`src/design/mrs_pkg.sv`:
```
// constants, carrier types and shared functions of the rtu slave framer
// Operation
// - eight-bit character spans eleven bit times
// - seven or eight data bits, lsb first
// - optional odd or even parity bit
// - one stop with parity, two without
// - transmit only after 3.5 character idle
// - address, function, data, then check field
// - 3.5 character idle ends received frame
// - transmitted bytes follow back to back
// - gap over 1.5 characters drops partial frame
// - short inter-frame gap appends, check fails
// - address byte 0 to 247, 0 broadcast
// - answer individual frames, never broadcasts
// - address byte decides whether frame targets us
// - function codes 03h read, 06h write
// - data field holds an even byte count
// - check value sent low byte first
// - never drive transmitter while receiving
// - all nodes share identical line settings
// - binary rtu mode only, no ascii
// - bit rate chosen from listed bps values
// - crc from ffff, poly a001, right shift
// - recomputed check mismatch means error
// - even parity one on odd count of ones
package mrs_pkg;

  // bit rates in bits per second
  localparam int RATE_2400 = 2400;
  localparam int RATE_4800 = 4800;
  localparam int RATE_9600 = 9600;
  localparam int RATE_19200 = 19200;

  // codes of the baud rate setting
  localparam logic [1:0] BAUD_2400 = 2'h0;
  localparam logic [1:0] BAUD_4800 = 2'h1;
  localparam logic [1:0] BAUD_9600 = 2'h2;
  localparam logic [1:0] BAUD_19200 = 2'h3;

  // character lengths in bit times, start and stop included
  localparam logic [3:0] CHAR_BITS_8 = 4'hB;
  localparam logic [3:0] CHAR_BITS_7 = 4'hA;

  // gaps in tenths of a character time
  localparam int GAP_INTRA_TENTHS = 15;
  localparam int GAP_FRAME_TENTHS = 35;
  localparam int TENTHS = 10;

  // frame layout and check value
  localparam logic [15:0] CRC_INIT = 16'hFFFF;
  localparam logic [15:0] CRC_POLY = 16'hA001;
  localparam logic [7:0] ADDR_BCAST = 8'h00;
  localparam logic [7:0] ADDR_MAX = 8'hF7;
  localparam logic [7:0] FUNC_READ = 8'h03;
  localparam logic [7:0] FUNC_WRITE = 8'h06;
  localparam logic [8:0] FRAME_MIN_LEN = 9'h004;
  localparam int FRAME_LEN_W = 9;
  localparam int TIMER_W = 22;

  // transmit phases: user bytes, check low, check high, finished
  localparam logic [1:0] PH_USER = 2'h0;
  localparam logic [1:0] PH_CRC_LO = 2'h1;
  localparam logic [1:0] PH_CRC_HI = 2'h2;
  localparam logic [1:0] PH_DONE = 2'h3;

  // line settings shared by every node
  typedef struct packed {
    logic [1:0] baud;     // baud rate setting code
    logic data8;          // 1: eight data bits, 0: seven
    logic par_en;         // parity bit present
    logic par_odd;        // 1: odd parity, 0: even
    logic [7:0] addr;     // own slave address
  } mrs_cfg_s;

  // description of an accepted frame
  typedef struct packed {
    logic [FRAME_LEN_W-1:0] len;  // bytes incl. address and check
    logic [7:0] func;             // function code byte
    logic bcast;                  // frame was a broadcast
  } mrs_frame_s;

  // clock cycles per bit for a rate code
  function automatic int bit_div(input int clk_hz, input logic [1:0] code);
    int r;
    case (code)
      BAUD_2400: r = clk_hz / RATE_2400;
      BAUD_4800: r = clk_hz / RATE_4800;
      BAUD_9600: r = clk_hz / RATE_9600;
      default: r = clk_hz / RATE_19200;
    endcase
    return r;
  endfunction

  // gap length in clocks; least times round up, longest round down
  function automatic int gap_clk(input int div, input int bits,
                                 input int tenths, input logic up);
    int p;
    p = div * bits * tenths;
    return up ? (p + TENTHS - 1) / TENTHS : p / TENTHS;
  endfunction

  // one byte through the check value register, lsb first
  function automatic logic [15:0] crc_byte(input logic [15:0] crc,
                                           input logic [7:0] b);
    logic [15:0] c;
    c = crc ^ {8'h00, b};
    for (int i = 0; i < 8; i++)
    begin
      if (c[0])
        c = (c >> 1) ^ CRC_POLY;
      else
        c = c >> 1;
    end
    return c;
  endfunction

  // parity bit over the used data bits
  function automatic logic par_bit(input logic [7:0] d, input logic d8,
                                   input logic odd);
    logic [7:0] m;
    m = d8 ? d : {1'b0, d[6:0]};
    return (^m) ^ odd;
  endfunction

endpackage

```
`src/design/mrs_frame_ram.sv`:
```
// receive frame buffer: one write port, registered read port
module mrs_frame_ram #(
  parameter int WIDTH = 8,
  parameter int DEPTH = 256,
  parameter int AW = 8
) (
  input wire logic clk_in,               // system clock
  input wire logic ce_in,                // clock enable
  input wire logic wr_en_in,             // write strobe
  input wire logic [AW-1:0] wr_addr_in,  // write address
  input wire logic [WIDTH-1:0] wr_data_in,  // write data
  input wire logic [AW-1:0] rd_addr_in,  // read address
  output logic [WIDTH-1:0] rd_data_out   // registered read data
);

  // storage array
  logic [WIDTH-1:0] mem [DEPTH];

  // write port and registered read port
  always_ff @(posedge clk_in)
  begin
    if (ce_in)
    begin
      if (wr_en_in)
        mem[wr_addr_in] <= wr_data_in;
      rd_data_out <= mem[rd_addr_in];
    end
  end

endmodule

```
`src/design/mrs_framer.sv`:
```
// rtu slave link layer: character timing, frame delimiting and check
module mrs_framer #(
  parameter int CLK_HZ = 20_000_000,  // system clock rate
  parameter int DEPTH = 256,          // receive buffer bytes
  parameter int AW = 8                // receive buffer address width
) (
  input wire logic clk_in,                 // system clock at CLK_HZ
  input wire logic rst_in,                 // synchronous reset, high
  input wire logic ce_in,                  // clock enable, freezes all
  input wire logic rx_in,                  // line receive pin
  output logic tx_out,                     // line transmit data
  output logic tx_oe_n_out,                // driver enable, low drives
  input wire mrs_pkg::mrs_cfg_s cfg_in,    // line settings
  output logic frame_ok_out,               // accepted frame pulse
  output mrs_pkg::mrs_frame_s frame_out,   // accepted frame info
  input wire logic [AW-1:0] rd_addr_in,    // buffer read address
  output logic [7:0] rd_data_out,          // buffer read data
  output logic err_flag_out,               // sticky error flag
  input wire logic err_clr_in,             // clears the error flag
  output logic resp_pend_out,              // response owed to master
  input wire logic tx_valid_in,            // response byte valid
  input wire logic [7:0] tx_data_in,       // response byte
  input wire logic tx_last_in,             // last response byte
  output logic tx_ready_out                // response byte taken
);

  // configuration the logic cannot serve is refused
  if (DEPTH < 8 || DEPTH > 256 || (1 << AW) < DEPTH)
  begin : g_bad_depth
    $error("buffer depth or address width not supported");
  end
  if (mrs_pkg::gap_clk(CLK_HZ / mrs_pkg::RATE_2400, 11,
      mrs_pkg::GAP_FRAME_TENTHS, 1'b1) >= (1 << mrs_pkg::TIMER_W))
  begin : g_bad_clock
    $error("clock too fast for gap timer width");
  end

  typedef enum logic [1:0] {RX_IDLE, RX_START, RX_BITS, RX_STOP}
    mrs_rx_e;
  typedef enum logic [1:0] {TX_IDLE, TX_FETCH, TX_SEND} mrs_tx_e;
  localparam int TW = mrs_pkg::TIMER_W;

  // derived bit and gap timing
  logic [TW-1:0] div;          // clocks per bit
  logic [TW-1:0] half;         // clocks per half bit
  logic [TW-1:0] t15;          // longest intra-frame gap
  logic [TW-1:0] t35;          // least inter-frame gap
  logic [3:0] nbits;           // bit times per character
  logic [3:0] nsample;         // data plus parity bits to sample

  // receive path
  logic rx_meta;               // first synchroniser stage
  logic rx_sync;               // second synchroniser stage
  logic rx_prev;               // previous synchronised level
  mrs_rx_e rx_state;           // character receive state
  logic [TW-1:0] rx_cnt;       // bit timer
  logic [3:0] rx_idx;          // sampled bit index
  logic [9:0] rx_sh;           // sampled data and parity bits
  logic rx_stb;                // character complete pulse
  logic [7:0] rx_byte;         // completed character data
  logic rx_err;                // parity or framing error on it
  logic [7:0] rx_data;         // data bits of sampled character
  logic rx_par;                // parity bit of sampled character

  // frame tracking
  logic [TW-1:0] idle_cnt;     // clocks of idle line
  logic in_frame;              // frame being collected
  logic [mrs_pkg::FRAME_LEN_W-1:0] frm_len;  // bytes so far
  logic [15:0] frm_crc;        // running check value
  logic frm_bad;               // error seen in this frame
  logic [7:0] frm_addr;        // address byte
  logic [7:0] frm_func;        // function code byte
  logic wr_en;                 // buffer write strobe
  logic [AW-1:0] wr_addr;      // buffer write address
  logic [7:0] wr_data;         // buffer write data
  logic new_frame;             // this byte opens a frame
  logic frm_end;               // frame end moment
  logic frm_good;              // frame passes every check
  logic frm_ours;              // address targets this node

  // transmit path
  mrs_tx_e tx_state;           // transmit state
  logic [1:0] tx_phase;        // which byte source is next
  logic [TW-1:0] tx_cnt;       // bit timer
  logic [3:0] tx_left;         // bits left in character
  logic [10:0] tx_sh;          // character bits, lsb first
  logic [15:0] tx_crc;         // running check value
  logic tx_start;              // start of a response
  logic tx_go;                 // byte taken in fetch

  // character frame: start, data, parity, ones for stop bits
  function automatic logic [10:0] build_char(input logic [7:0] d,
                                             input mrs_pkg::mrs_cfg_s c);
    logic [10:0] f;
    f = '1;
    f[0] = 1'b0;
    if (c.data8)
    begin
      f[8:1] = d;
      if (c.par_en)
        f[9] = mrs_pkg::par_bit(d, 1'b1, c.par_odd);
    end
    else
    begin
      f[7:1] = d[6:0];
      if (c.par_en)
        f[8] = mrs_pkg::par_bit(d, 1'b0, c.par_odd);
    end
    return f;
  endfunction

  // timing from the rate setting and character length
  always_comb
  begin
    div = TW'(mrs_pkg::bit_div(CLK_HZ, cfg_in.baud));
    half = div >> 1;
    // parity and second stop trade places, length is fixed
    nbits = cfg_in.data8 ? mrs_pkg::CHAR_BITS_8
                         : mrs_pkg::CHAR_BITS_7;
    nsample = (cfg_in.data8 ? 4'h8 : 4'h7) + {3'h0, cfg_in.par_en};
    t15 = TW'(mrs_pkg::gap_clk(int'(div), int'(nbits),
              mrs_pkg::GAP_INTRA_TENTHS, 1'b0));
    t35 = TW'(mrs_pkg::gap_clk(int'(div), int'(nbits),
              mrs_pkg::GAP_FRAME_TENTHS, 1'b1));
  end

  // two-stage synchroniser on the line pin
  always_ff @(posedge clk_in)
  begin
    if (rst_in)
    begin
      rx_meta <= 1'b1;
      rx_sync <= 1'b1;
      rx_prev <= 1'b1;
    end
    else if (ce_in)
    begin
      rx_meta <= rx_in;
      rx_sync <= rx_meta;
      rx_prev <= rx_sync;
    end
  end

  // sampled character fields
  always_comb
  begin
    rx_data = cfg_in.data8 ? rx_sh[7:0] : {1'b0, rx_sh[6:0]};
    rx_par = cfg_in.data8 ? rx_sh[8] : rx_sh[7];
  end

  // character receiver, blanked while this node transmits
  always_ff @(posedge clk_in)
  begin
    if (rst_in)
    begin
      rx_state <= RX_IDLE;
      rx_cnt <= '0;
      rx_idx <= '0;
      rx_sh <= '0;
      rx_stb <= 1'b0;
      rx_byte <= '0;
      rx_err <= 1'b0;
    end
    else if (ce_in)
    begin
      rx_stb <= 1'b0;
      case (rx_state)
        RX_IDLE:
        begin
          // falling edge starts a character
          if (tx_oe_n_out && rx_prev && !rx_sync)
          begin
            rx_state <= RX_START;
            rx_cnt <= '0;
          end
        end
        RX_START:
        begin
          // confirm start bit at its centre
          if (rx_cnt >= half - 1'b1)
          begin
            rx_cnt <= '0;
            rx_idx <= '0;
            rx_state <= rx_sync ? RX_IDLE : RX_BITS;
          end
          else
            rx_cnt <= rx_cnt + 1'b1;
        end
        RX_BITS:
        begin
          // one full bit later is the next centre, lsb arrives first
          if (rx_cnt >= div - 1'b1)
          begin
            rx_cnt <= '0;
            rx_sh[rx_idx] <= rx_sync;
            rx_idx <= rx_idx + 1'b1;
            if (rx_idx == nsample - 1'b1)
              rx_state <= RX_STOP;
          end
          else
            rx_cnt <= rx_cnt + 1'b1;
        end
        RX_STOP:
        begin
          // first stop bit checked; a second one reads as idle line
          if (rx_cnt >= div - 1'b1)
          begin
            rx_cnt <= '0;
            rx_state <= RX_IDLE;
            rx_stb <= 1'b1;
            rx_byte <= rx_data;
            rx_err <= !rx_sync || (cfg_in.par_en &&
              rx_par != mrs_pkg::par_bit(rx_data, cfg_in.data8,
                                         cfg_in.par_odd));
          end
          else
            rx_cnt <= rx_cnt + 1'b1;
        end
        default: rx_state <= RX_IDLE;
      endcase
    end
  end

  // idle line timer; held over a character, cleared by its strobe
  always_ff @(posedge clk_in)
  begin
    if (rst_in)
      idle_cnt <= '0;
    else if (ce_in)
    begin
      if (!tx_oe_n_out || rx_stb)
        idle_cnt <= '0;
      else if (rx_state == RX_IDLE && rx_sync && idle_cnt != '1)
        idle_cnt <= idle_cnt + 1'b1;
    end
  end

  // frame boundaries and checks on the collected frame
  always_comb
  begin
    // byte after an over-long gap becomes a new address byte
    new_frame = !in_frame || idle_cnt > t15;
    frm_end = in_frame && idle_cnt == t35 && rx_state == RX_IDLE
              && !rx_stb;
    // running check over the check bytes too leaves zero when intact
    frm_good = !frm_bad && frm_crc == 16'h0000
               && frm_len >= mrs_pkg::FRAME_MIN_LEN
               && !frm_len[0]
               && frm_addr <= mrs_pkg::ADDR_MAX;
    frm_ours = frm_addr == cfg_in.addr
               || frm_addr == mrs_pkg::ADDR_BCAST;
  end

  // frame collector: bytes into buffer, running check value
  always_ff @(posedge clk_in)
  begin
    if (rst_in)
    begin
      in_frame <= 1'b0;
      frm_len <= '0;
      frm_crc <= mrs_pkg::CRC_INIT;
      frm_bad <= 1'b0;
      frm_addr <= '0;
      frm_func <= '0;
      wr_en <= 1'b0;
      wr_addr <= '0;
      wr_data <= '0;
    end
    else if (ce_in)
    begin
      wr_en <= 1'b0;
      if (rx_stb)
      begin
        // binary bytes stored as received, first byte is the address
        wr_en <= 1'b1;
        wr_data <= rx_byte;
        if (new_frame)
        begin
          in_frame <= 1'b1;
          frm_len <= 9'h001;
          frm_crc <= mrs_pkg::crc_byte(mrs_pkg::CRC_INIT,
                                       rx_byte);
          frm_bad <= rx_err;
          frm_addr <= rx_byte;
          wr_addr <= '0;
        end
        else
        begin
          // bytes inside the short gap extend the frame
          frm_len <= frm_len + 1'b1;
          frm_crc <= mrs_pkg::crc_byte(frm_crc, rx_byte);
          frm_bad <= frm_bad || rx_err
                     || frm_len >= DEPTH[mrs_pkg::FRAME_LEN_W-1:0];
          wr_addr <= frm_len[AW-1:0];
          if (frm_len == 9'h001)
            frm_func <= rx_byte;
        end
      end
      else if (frm_end)
        in_frame <= 1'b0;
    end
  end

  // frame verdict, response duty and error flag
  always_ff @(posedge clk_in)
  begin
    if (rst_in)
    begin
      frame_ok_out <= 1'b0;
      frame_out <= '0;
      resp_pend_out <= 1'b0;
      err_flag_out <= 1'b0;
    end
    else if (ce_in)
    begin
      frame_ok_out <= frm_end && frm_good && frm_ours;
      if (frm_end && frm_good && frm_ours)
      begin
        frame_out.len <= frm_len;
        frame_out.func <= frm_func;
        frame_out.bcast <= frm_addr == mrs_pkg::ADDR_BCAST;
      end
      // only individually addressed frames owe an answer
      if (frm_end && frm_good && frm_addr == cfg_in.addr
          && frm_addr != mrs_pkg::ADDR_BCAST)
        resp_pend_out <= 1'b1;
      else if (rx_stb && new_frame)
        resp_pend_out <= 1'b0;
      else if (tx_state == TX_SEND && tx_phase == mrs_pkg::PH_DONE)
        resp_pend_out <= 1'b0;
      // setting beats clearing in the same cycle
      if ((frm_end && !frm_good) || (rx_stb && in_frame && new_frame))
        err_flag_out <= 1'b1;
      else if (err_clr_in)
        err_flag_out <= 1'b0;
    end
  end

  // response may start only on a quiet line after the full gap
  always_comb
  begin
    tx_start = tx_state == TX_IDLE && resp_pend_out && tx_valid_in
               && !in_frame && rx_state == RX_IDLE && rx_sync
               && idle_cnt >= t35;
    tx_go = tx_state == TX_FETCH
            && (tx_phase != mrs_pkg::PH_USER || (tx_valid_in && tx_ready_out));
  end

  // transmitter: user bytes, then check low and high bytes
  always_ff @(posedge clk_in)
  begin
    if (rst_in)
    begin
      tx_state <= TX_IDLE;
      tx_phase <= mrs_pkg::PH_USER;
      tx_cnt <= '0;
      tx_left <= '0;
      tx_sh <= '1;
      tx_crc <= mrs_pkg::CRC_INIT;
      tx_out <= 1'b1;
      tx_oe_n_out <= 1'b1;
      tx_ready_out <= 1'b0;
    end
    else if (ce_in)
    begin
      case (tx_state)
        TX_IDLE:
        begin
          tx_out <= 1'b1;
          if (tx_start)
          begin
            tx_oe_n_out <= 1'b0;
            tx_ready_out <= 1'b1;
            tx_phase <= mrs_pkg::PH_USER;
            tx_crc <= mrs_pkg::CRC_INIT;
            tx_state <= TX_FETCH;
          end
        end
        TX_FETCH:
        begin
          if (tx_go)
          begin
            tx_ready_out <= 1'b0;
            tx_cnt <= '0;
            tx_left <= nbits;
            tx_state <= TX_SEND;
            case (tx_phase)
              mrs_pkg::PH_USER:
              begin
                // address, function and data come from the user in order
                tx_sh <= build_char(tx_data_in, cfg_in);
                tx_crc <= mrs_pkg::crc_byte(tx_crc,
                                            tx_data_in);
                if (tx_last_in)
                  tx_phase <= mrs_pkg::PH_CRC_LO;
              end
              mrs_pkg::PH_CRC_LO:
              begin
                tx_sh <= build_char(tx_crc[7:0], cfg_in);
                tx_phase <= mrs_pkg::PH_CRC_HI;
              end
              default:
              begin
                tx_sh <= build_char(tx_crc[15:8], cfg_in);
                tx_phase <= mrs_pkg::PH_DONE;
              end
            endcase
          end
        end
        TX_SEND:
        begin
          // one bit per bit time, start bit first
          if (tx_cnt == '0)
          begin
            tx_out <= tx_sh[0];
            tx_sh <= {1'b1, tx_sh[10:1]};
          end
          if (tx_cnt >= div - 1'b1)
          begin
            tx_cnt <= '0;
            tx_left <= tx_left - 1'b1;
            if (tx_left == 4'h1)
            begin
              // next character follows at once, no gap
              if (tx_phase == mrs_pkg::PH_DONE)
              begin
                tx_oe_n_out <= 1'b1;
                tx_state <= TX_IDLE;
              end
              else
              begin
                tx_ready_out <= tx_phase == mrs_pkg::PH_USER;
                tx_state <= TX_FETCH;
              end
            end
          end
          else
            tx_cnt <= tx_cnt + 1'b1;
        end
        default: tx_state <= TX_IDLE;
      endcase
    end
  end

  // receive frame buffer
  mrs_frame_ram #(
    .WIDTH(8),
    .DEPTH(DEPTH),
    .AW(AW)
  ) u_ram (
    .clk_in(clk_in),
    .ce_in(ce_in),
    .wr_en_in(wr_en),
    .wr_addr_in(wr_addr),
    .wr_data_in(wr_data),
    .rd_addr_in(rd_addr_in),
    .rd_data_out(rd_data_out)
  );

endmodule

```
`config.mk`:
```
export PLATFORM = sky130hd
export DESIGN_NAME = mrs_framer
export DESIGN_NICKNAME = d
export VERILOG_FILES = /design/src/design/mrs_pkg.sv /design/src/design/mrs_frame_ram.sv /design/src/design/mrs_framer.sv
export SDC_FILE = /design/constraint.sdc
export NUM_CORES = 2
export LEC_CHECK = 0
export BUFFER_PORTS_ARGS = -buffer_cell sky130_fd_sc_hd__clkbuf_2
export CORE_ASPECT_RATIO = 0.75
export CORE_UTILIZATION = 45
export DETAILED_ROUTE_END_ITERATION = 7
export GPL_ROUTABILITY_DRIVEN = 0
export HOLD_SLACK_MARGIN = 0.03
export PLACE_DENSITY = 0.69
export REMOVE_ABC_BUFFERS = 1
export SLEW_MARGIN = 40
export SYNTH_ARGS = -nofsm -noshare
export SYNTH_HDL_FRONTEND = slang
export SYNTH_HIERARCHICAL = 1
export SYNTH_SLANG_ARGS = --single-unit
```
`constraint.sdc`:
```
create_clock -name clk_in -period 29.8 [get_ports clk_in]
set_input_delay 5.96 -clock clk_in [delete_from_list [all_inputs] [get_ports clk_in]]
set_output_delay 5.96 -clock clk_in [all_outputs]
set_load 0.02 [all_outputs]
```
# ---- Yosys cells after proc, flatten, opt, wreduce, memory -nomap -nowiden
# Memories as Yosys holds them, arrays and structs flattened. A register that Yosys moved wholly into a read port is not among the register bits.
# Index checks and enable logic that the tools add are counted.
dict set report word_totals {
  regBits 214
  ram_bits 2048
  in_bits 36
  out_inout_bits 32
  word_cells 430
  n_memories 1
}
dict set report op_classes {
  add_sub_neg 12
  mul 3
  div_mod_pow 2
  order_cmp 10
  eq_ne 31
  muxes 208
  bitwise 35
  n_reduce_logical 93
}
# name words word_bits rd rd_clocked_by_memory_dff wr line_no
set memory_table {}
lappend memory_table {u_ram.mem 256 8 1 1 1 mrs_frame_ram.sv:17} ;# logic [WIDTH-1:0] mem [DEPTH];
# op count
set ops {}
lappend ops {{$mux W16} 119}
lappend ops {{$mux W22} 7}
lappend ops {{$ge A22 B22 Y1} 4}
lappend ops {{$not A2 Y3} 24}
lappend ops {{$add A22 B1 Y22 const B} 3}
lappend ops {{$pmux W22 S3} 1}
lappend ops {{$div A32 B5 Y32 const B} 2}
lappend ops {{$reduce_xor A8 Y1} 7}
lappend ops {{$mux W8} 6}
lappend ops {{$pmux W22 S2} 1}
lappend ops {{$pmux W14 S3} 1}
lappend ops {{$mux W1} 38}
lappend ops {{$add A32 B5 Y32 const B} 1}
lappend ops {{$mul A26 B6 Y32 const B} 1}
lappend ops {{$mul A32 B5 Y32 const B} 1}
lappend ops {{$pmux W16 S2} 1}
lappend ops {{$sub A32 B2 Y32 const B} 1}
lappend ops {{$xor A16 B8 Y16} 2}
lappend ops {{$logic_and A1 B1 Y1} 30}
lappend ops {{$mul A22 B4 Y26} 1}
lappend ops {{$mux W2} 13}
lappend ops {{$eq A22 B22 Y1} 1}
lappend ops {{$gt A22 B22 Y1} 1}
lappend ops {{$logic_not A22 Y1} 1}
lappend ops {{other kinds (53)} 127}

# ---- Longest topological paths before layout
dict set report depth {
  word_depth 55
  ltp_mapped 126
  ltp_nobuf 114
}

# ---- Hierarchy
# Netlist, hierarchy kept.
# mod instances cells_each area_each_um2 seq_area_each_um2
set by_module_without_submodules {}
lappend by_module_without_submodules {mrs_frame_ram 1 3762 79945.4 61739.2}
lappend by_module_without_submodules {mrs_framer 1 4213 30822.1 4244.1}

# ---- Worst setup path after synthesis
# Ideal clock, no wire load.
dict set report synth_path {
  path_type {input-to-reg}
  startpoint {in cfg_in[11] (netlist bit)}
  endpoint {reg frm_crc[8]}
  setup_ns 0.120
  arrival_ns 31.556
  required_time_ns 29.680
  slack_ns -1.876
  path_stages 119
  path_buffers 9
  cell_sequence {buf_2 -> inv_1 -> ha_1 -> inv_1 -> nor2_1 -> ha_1 -> ha_1 -> a21o_1 -> a21o_1 -> a21o_1 -> a21oi_1 -> o21bai_1 -> a221oi_1 -> o21bai_1 -> a21o_1 -> a21o_1 -> a21oi_1 -> nor2b_1 -> [83 not listed] -> o21a_1 -> o21ai_0 -> nand2b_1 -> a21oi_1 -> nor2b_1 -> o21ai_0 -> o211ai_1 -> a21o_1 -> a21oi_1 -> nor2b_1 -> o21ai_0 -> nand2b_1 -> a21oi_1 -> clkbuf_1 -> nand2_1 -> xnor2_1 -> nor2_1 -> a211o_1}
}
dict set report synth_between {
  elab_chain_cells 8
  word_cells_on_any_way 10
  classes_between {mul (2); div (1); order compare (1); eq/ne (2); mux (2); reduce/logical (2)}
}
# element line_no
set synth_rtl {}
lappend synth_rtl {{start: declaration} mrs_framer.sv:13} ;# input wire mrs_pkg::mrs_cfg_s cfg_in,
lappend synth_rtl {{$eq A2 B2 Y1 (tied with other cells)} mrs_pkg.sv:85} ;# case (code)
lappend synth_rtl {{$pmux W14 S3 (*)} mrs_pkg.sv:85}
lappend synth_rtl {{$mul A22 B4 Y26 (*)} mrs_pkg.sv:98} ;# p = div * bits * tenths;
lappend synth_rtl {{$mul A32 B5 Y32 (*)} mrs_pkg.sv:98}
lappend synth_rtl {{$div A32 B5 Y32 (*)} mrs_pkg.sv:99} ;# return up ? (p + TENTHS - 1) / TENTHS : p / TENTHS;
lappend synth_rtl {{$gt A22 B22 Y1 (*)} mrs_framer.sv:242} ;# new_frame = !in_frame || idle_cnt > t15;
lappend synth_rtl {{$logic_or A1 B1 Y1 (*)} mrs_framer.sv:242}
lappend synth_rtl {{$mux W16 (*)} mrs_framer.sv:277} ;# if (new_frame)
lappend synth_rtl {{end signal: assignment} mrs_framer.sv:261} ;# frm_crc <= mrs_pkg::CRC_INIT;
lappend synth_rtl {{end signal: assignment} mrs_framer.sv:281} ;# frm_crc <= mrs_pkg::crc_byte(mrs_pkg::CRC_INIT,
lappend synth_rtl {{end signal: assignment} mrs_framer.sv:291} ;# frm_crc <= mrs_pkg::crc_byte(frm_crc, rx_byte);
lappend synth_rtl {{end: declaration} mrs_framer.sv:69} ;# logic [15:0] frm_crc;
# Every way passes the cells marked *; elsewhere a longest branch is shown, timed or not.
# A chain may end at the register's enable or synchronous reset.

# ---- Worst setup path in the final report
dict set report layout_path {
  startpoint {in cfg_in[11] (netlist bit)}
  endpoint {reg frm_func[7]}
}
dict set report layout_between {
  elab_chain_cells 9
  word_cells_on_any_way 11
  classes_between {mul (2); div (1); order compare (1); eq/ne (2); mux (1); bitwise (1); reduce/logical (3)}
}
# element line_no
set layout_rtl {}
lappend layout_rtl {{$eq A2 B2 Y1 (tied with other cells)} mrs_pkg.sv:85}
lappend layout_rtl {{$pmux W14 S3 (*)} mrs_pkg.sv:85}
lappend layout_rtl {{$mul A22 B4 Y26 (*)} mrs_pkg.sv:98}
lappend layout_rtl {{$mul A32 B5 Y32 (*)} mrs_pkg.sv:98}
lappend layout_rtl {{$div A32 B5 Y32 (*)} mrs_pkg.sv:99}
lappend layout_rtl {{$gt A22 B22 Y1 (*)} mrs_framer.sv:242}
lappend layout_rtl {{$logic_or A1 B1 Y1 (*)} mrs_framer.sv:242}
lappend layout_rtl {{$not A1 Y1 (no source line) (*)} --}
lappend layout_rtl {{$reduce_and A4 Y1 (no source line) (*)} --}
lappend layout_rtl {{end signal: assignment} mrs_framer.sv:296} ;# frm_func <= rx_byte;
lappend layout_rtl {{end: declaration} mrs_framer.sv:72} ;# logic [7:0] frm_func;
# Marks and branches as above.

==> results.cfg <==
[clocking]
cts_sinks = 2268
cts_buffers = 215
clockRootBuffer = clkbuf_16
hold_buffers = 0
clk_pin_slew_ps = 60
htreeDepth = 4
clk_path_buf_depth = 3
clk_latency_ps = 900
cts_tree = yes

[critical_path]
critical_path_arrival_ps = 29980
worstSetupStartpointType = primary input
crit_slowest_cell = or4_4
end_kind = flip-flop
crit_path_frequent_cell = buf_4
crit_fanout = 8
slowest_delay_ps = 550
critical_path_class = in -> reg
cp.required_ps = 30480

[floorplanning]
start_util_pct = 45.3
die_w_um = 575
core_area_um2 = 244000
die_y_um = 432
dieArea_um2 = 248000
io_pins = 68
rows = 157

[grt]
grt_util_all_layers_pct = 24.7
grt_max_degree = 115
grt_pass1_vias = 73500
grt_pass1_wl_mm = 467
antenna_found_initial = 8
globalRouteOverflowTotal = 0

[sta]
clock.fmax_mhz = 34.1
finalCritPeriodShare_pct = 98.3
maxSlewHeadroom_pct = 21.8
final.setup.tns_ps = 0
finClkSkew_ps = 101
finalSetupViolCount = 0
worstMarginPinSlew_ps = 1160
drv_slew = 0
fin_crit_ps = 29300
rsz0062_at_grt = true
fin_hold_ws_ps = 462
worst_slack_ps = 499
finalHoldViolCount = 0

[finish]
area_growth_pct = 18.0
layout-drive-gt1-share_pct = 26.7
layout_common_cells = edfxtp_1, buf_4, nor2_1, nand2_1, mux4_2
nNetsFinal = 9174
final_common_cell = edfxtp_1
finalInstanceArea_um2 = 131000

[placed_design]
place_area_um2 = 120000
pre_cts_ws_ps = -1890
port-buffer-count = 67
dp_hpwl_mm = 212

[routing]
drtIter0Drc = 10200
post_drt_wl_per_cell_um = 25.7
antenna_left = 0
num_vias = 77200
vias_per_cell = 6.27
wirelength_mm = 316
drc = 0
firstDrtPassIters = 6

[logic_synthesis]
synth_ff_type = edfxtp_1
synth-seq-cells = 2268
seq_area_frac_synth_pct = 59.6
syn-cell-area_um2 = 111000
avgSynthCellArea_um2 = 13.9
synth_edf_count = 2056
synth_warnings = 6
post_synth_num_cell_types = 143
synthCells = 7975
synthArstFlopShare_pct = 0

[min_path]
hp-class = reg -> reg

[run]
cap_violations = 0

[outcome]
outcome = finished clean
==> layer usage <==
metal	share of wire [%]	vias up	global-route usage, %
li1	-	33400	-
met1	42	38900	37.0
met2	44	4340	36.3
met3	12	551	5.58
met4	2.5	6	5.89
met5	0.012	-	0
==> logic make-up after synthesis <==
kind of cell	after synthesis	share of synthesized area [%]
other cells	1	0.00339
simple gates	2199	9.84
mux	708	11.6
flops	2268	59.6
xor+xnor	346	2.75
compound gates	1622	10.4
fa+ha+maj	274	3.33
buf+inv	557	2.55
==> cell type report <==
type	count	area [um^2]
Antenna cell	1	2.50
Clock buffer	258	5590
Clock inverter	138	1610
Fill cell	19400	114000
Inverter	159	614
Multi-Input combinational cell	5150	44500
Sequential cell	2268	66000
Tap cell	3259	4080
Timing Repair Buffer	1078	8310
==> Yosys cell counts, drive strengths merged (35+ instances only) <==
master	count	area, um^2
a211o	35	307
and2	64	400
o22ai	79	500
nand3	181	926
buf	161	1290
nor4	94	622
o211ai	78	596
inv	154	581
dfxtp	212	4240
or4	37	289
nand2b	65	407
nand4	78	488
ha	229	2870
edfxtp	2056	61700
fa	37	741
nand2	437	1640
mux4	442	10100
o31ai	40	300
o21ai	230	1190
nor2	721	2720
xnor2	224	1980
o221ai	54	473
or2	54	338
a22oi	140	1050
and3	70	438
mux2i	249	2500
or3	42	268
xor2	122	1070
a211oi	88	701
a31oi	60	405
nor2b	70	438
clkbuf	233	897
a21o	74	556
nor3	160	836
a21oi	348	1750
o21a	37	278
==> worst max-delay path: cells and delay by family <==
kind	cells	cell delay, ps
adder cells (fa/ha/maj)	11	2890
AO/OA/AOI/OAI	45	9540
buffers and inverters	24	3030
multiplexers	3	590
XOR/XNOR	4	670
AND/OR/NAND/NOR	37	7250
==> final timing paths <==
check	startpoint	end	slack (ps)	depth (start not counted)
setup / recovery	cfg_in[11]	frm_func[7]	500	124
hold / removal	rx_cnt[21]	rx_cnt[21]	460	1
setup reg to reg	rx_cnt[0]	rx_cnt[10]	25280	26
hold reg to reg	rx_cnt[21]	rx_cnt[21]	460	1
==> flip-flops by register name, indices dropped and copies added, names as in the netlist, 4 cells and up, named ones only <==
signal	count
tx_crc	16
wr_addr	8
rx_sh	9
frm_func	8
rx_byte	8
frame_out	18
rx_cnt	22
tx_left	4
rx_idx	4
frm_len	9
idle_cnt	22
tx_sh	10
frm_crc	16
u_ram/mem	2048
frm_addr	8
tx_cnt	22
u_ram/rd_data_out	8
wr_data	8
==> per-stage QoR <==
step,utilization [%],cells
global route,53.5,12300
floorplan,-,7577
detailed placement,49.3,11800
finish,53.5,12300
CTS,52.5,12300
global placement,49.1,11800
==> timing repair <==
| item | 4_1_cts | 5_1_grt |
|---|---|---|
| setup buffers | 25 | 56 |
| resized for setup | 94 | 318 |
| cloned | 0 | 2 |
| pin swaps | 40 | 161 |
| endpoints found under the setup margin | 53 | 94 |
Power is left out: the tool's default activity adds up to more than one toggle a clock period on the data nets, which glitch-free logic cannot reach.
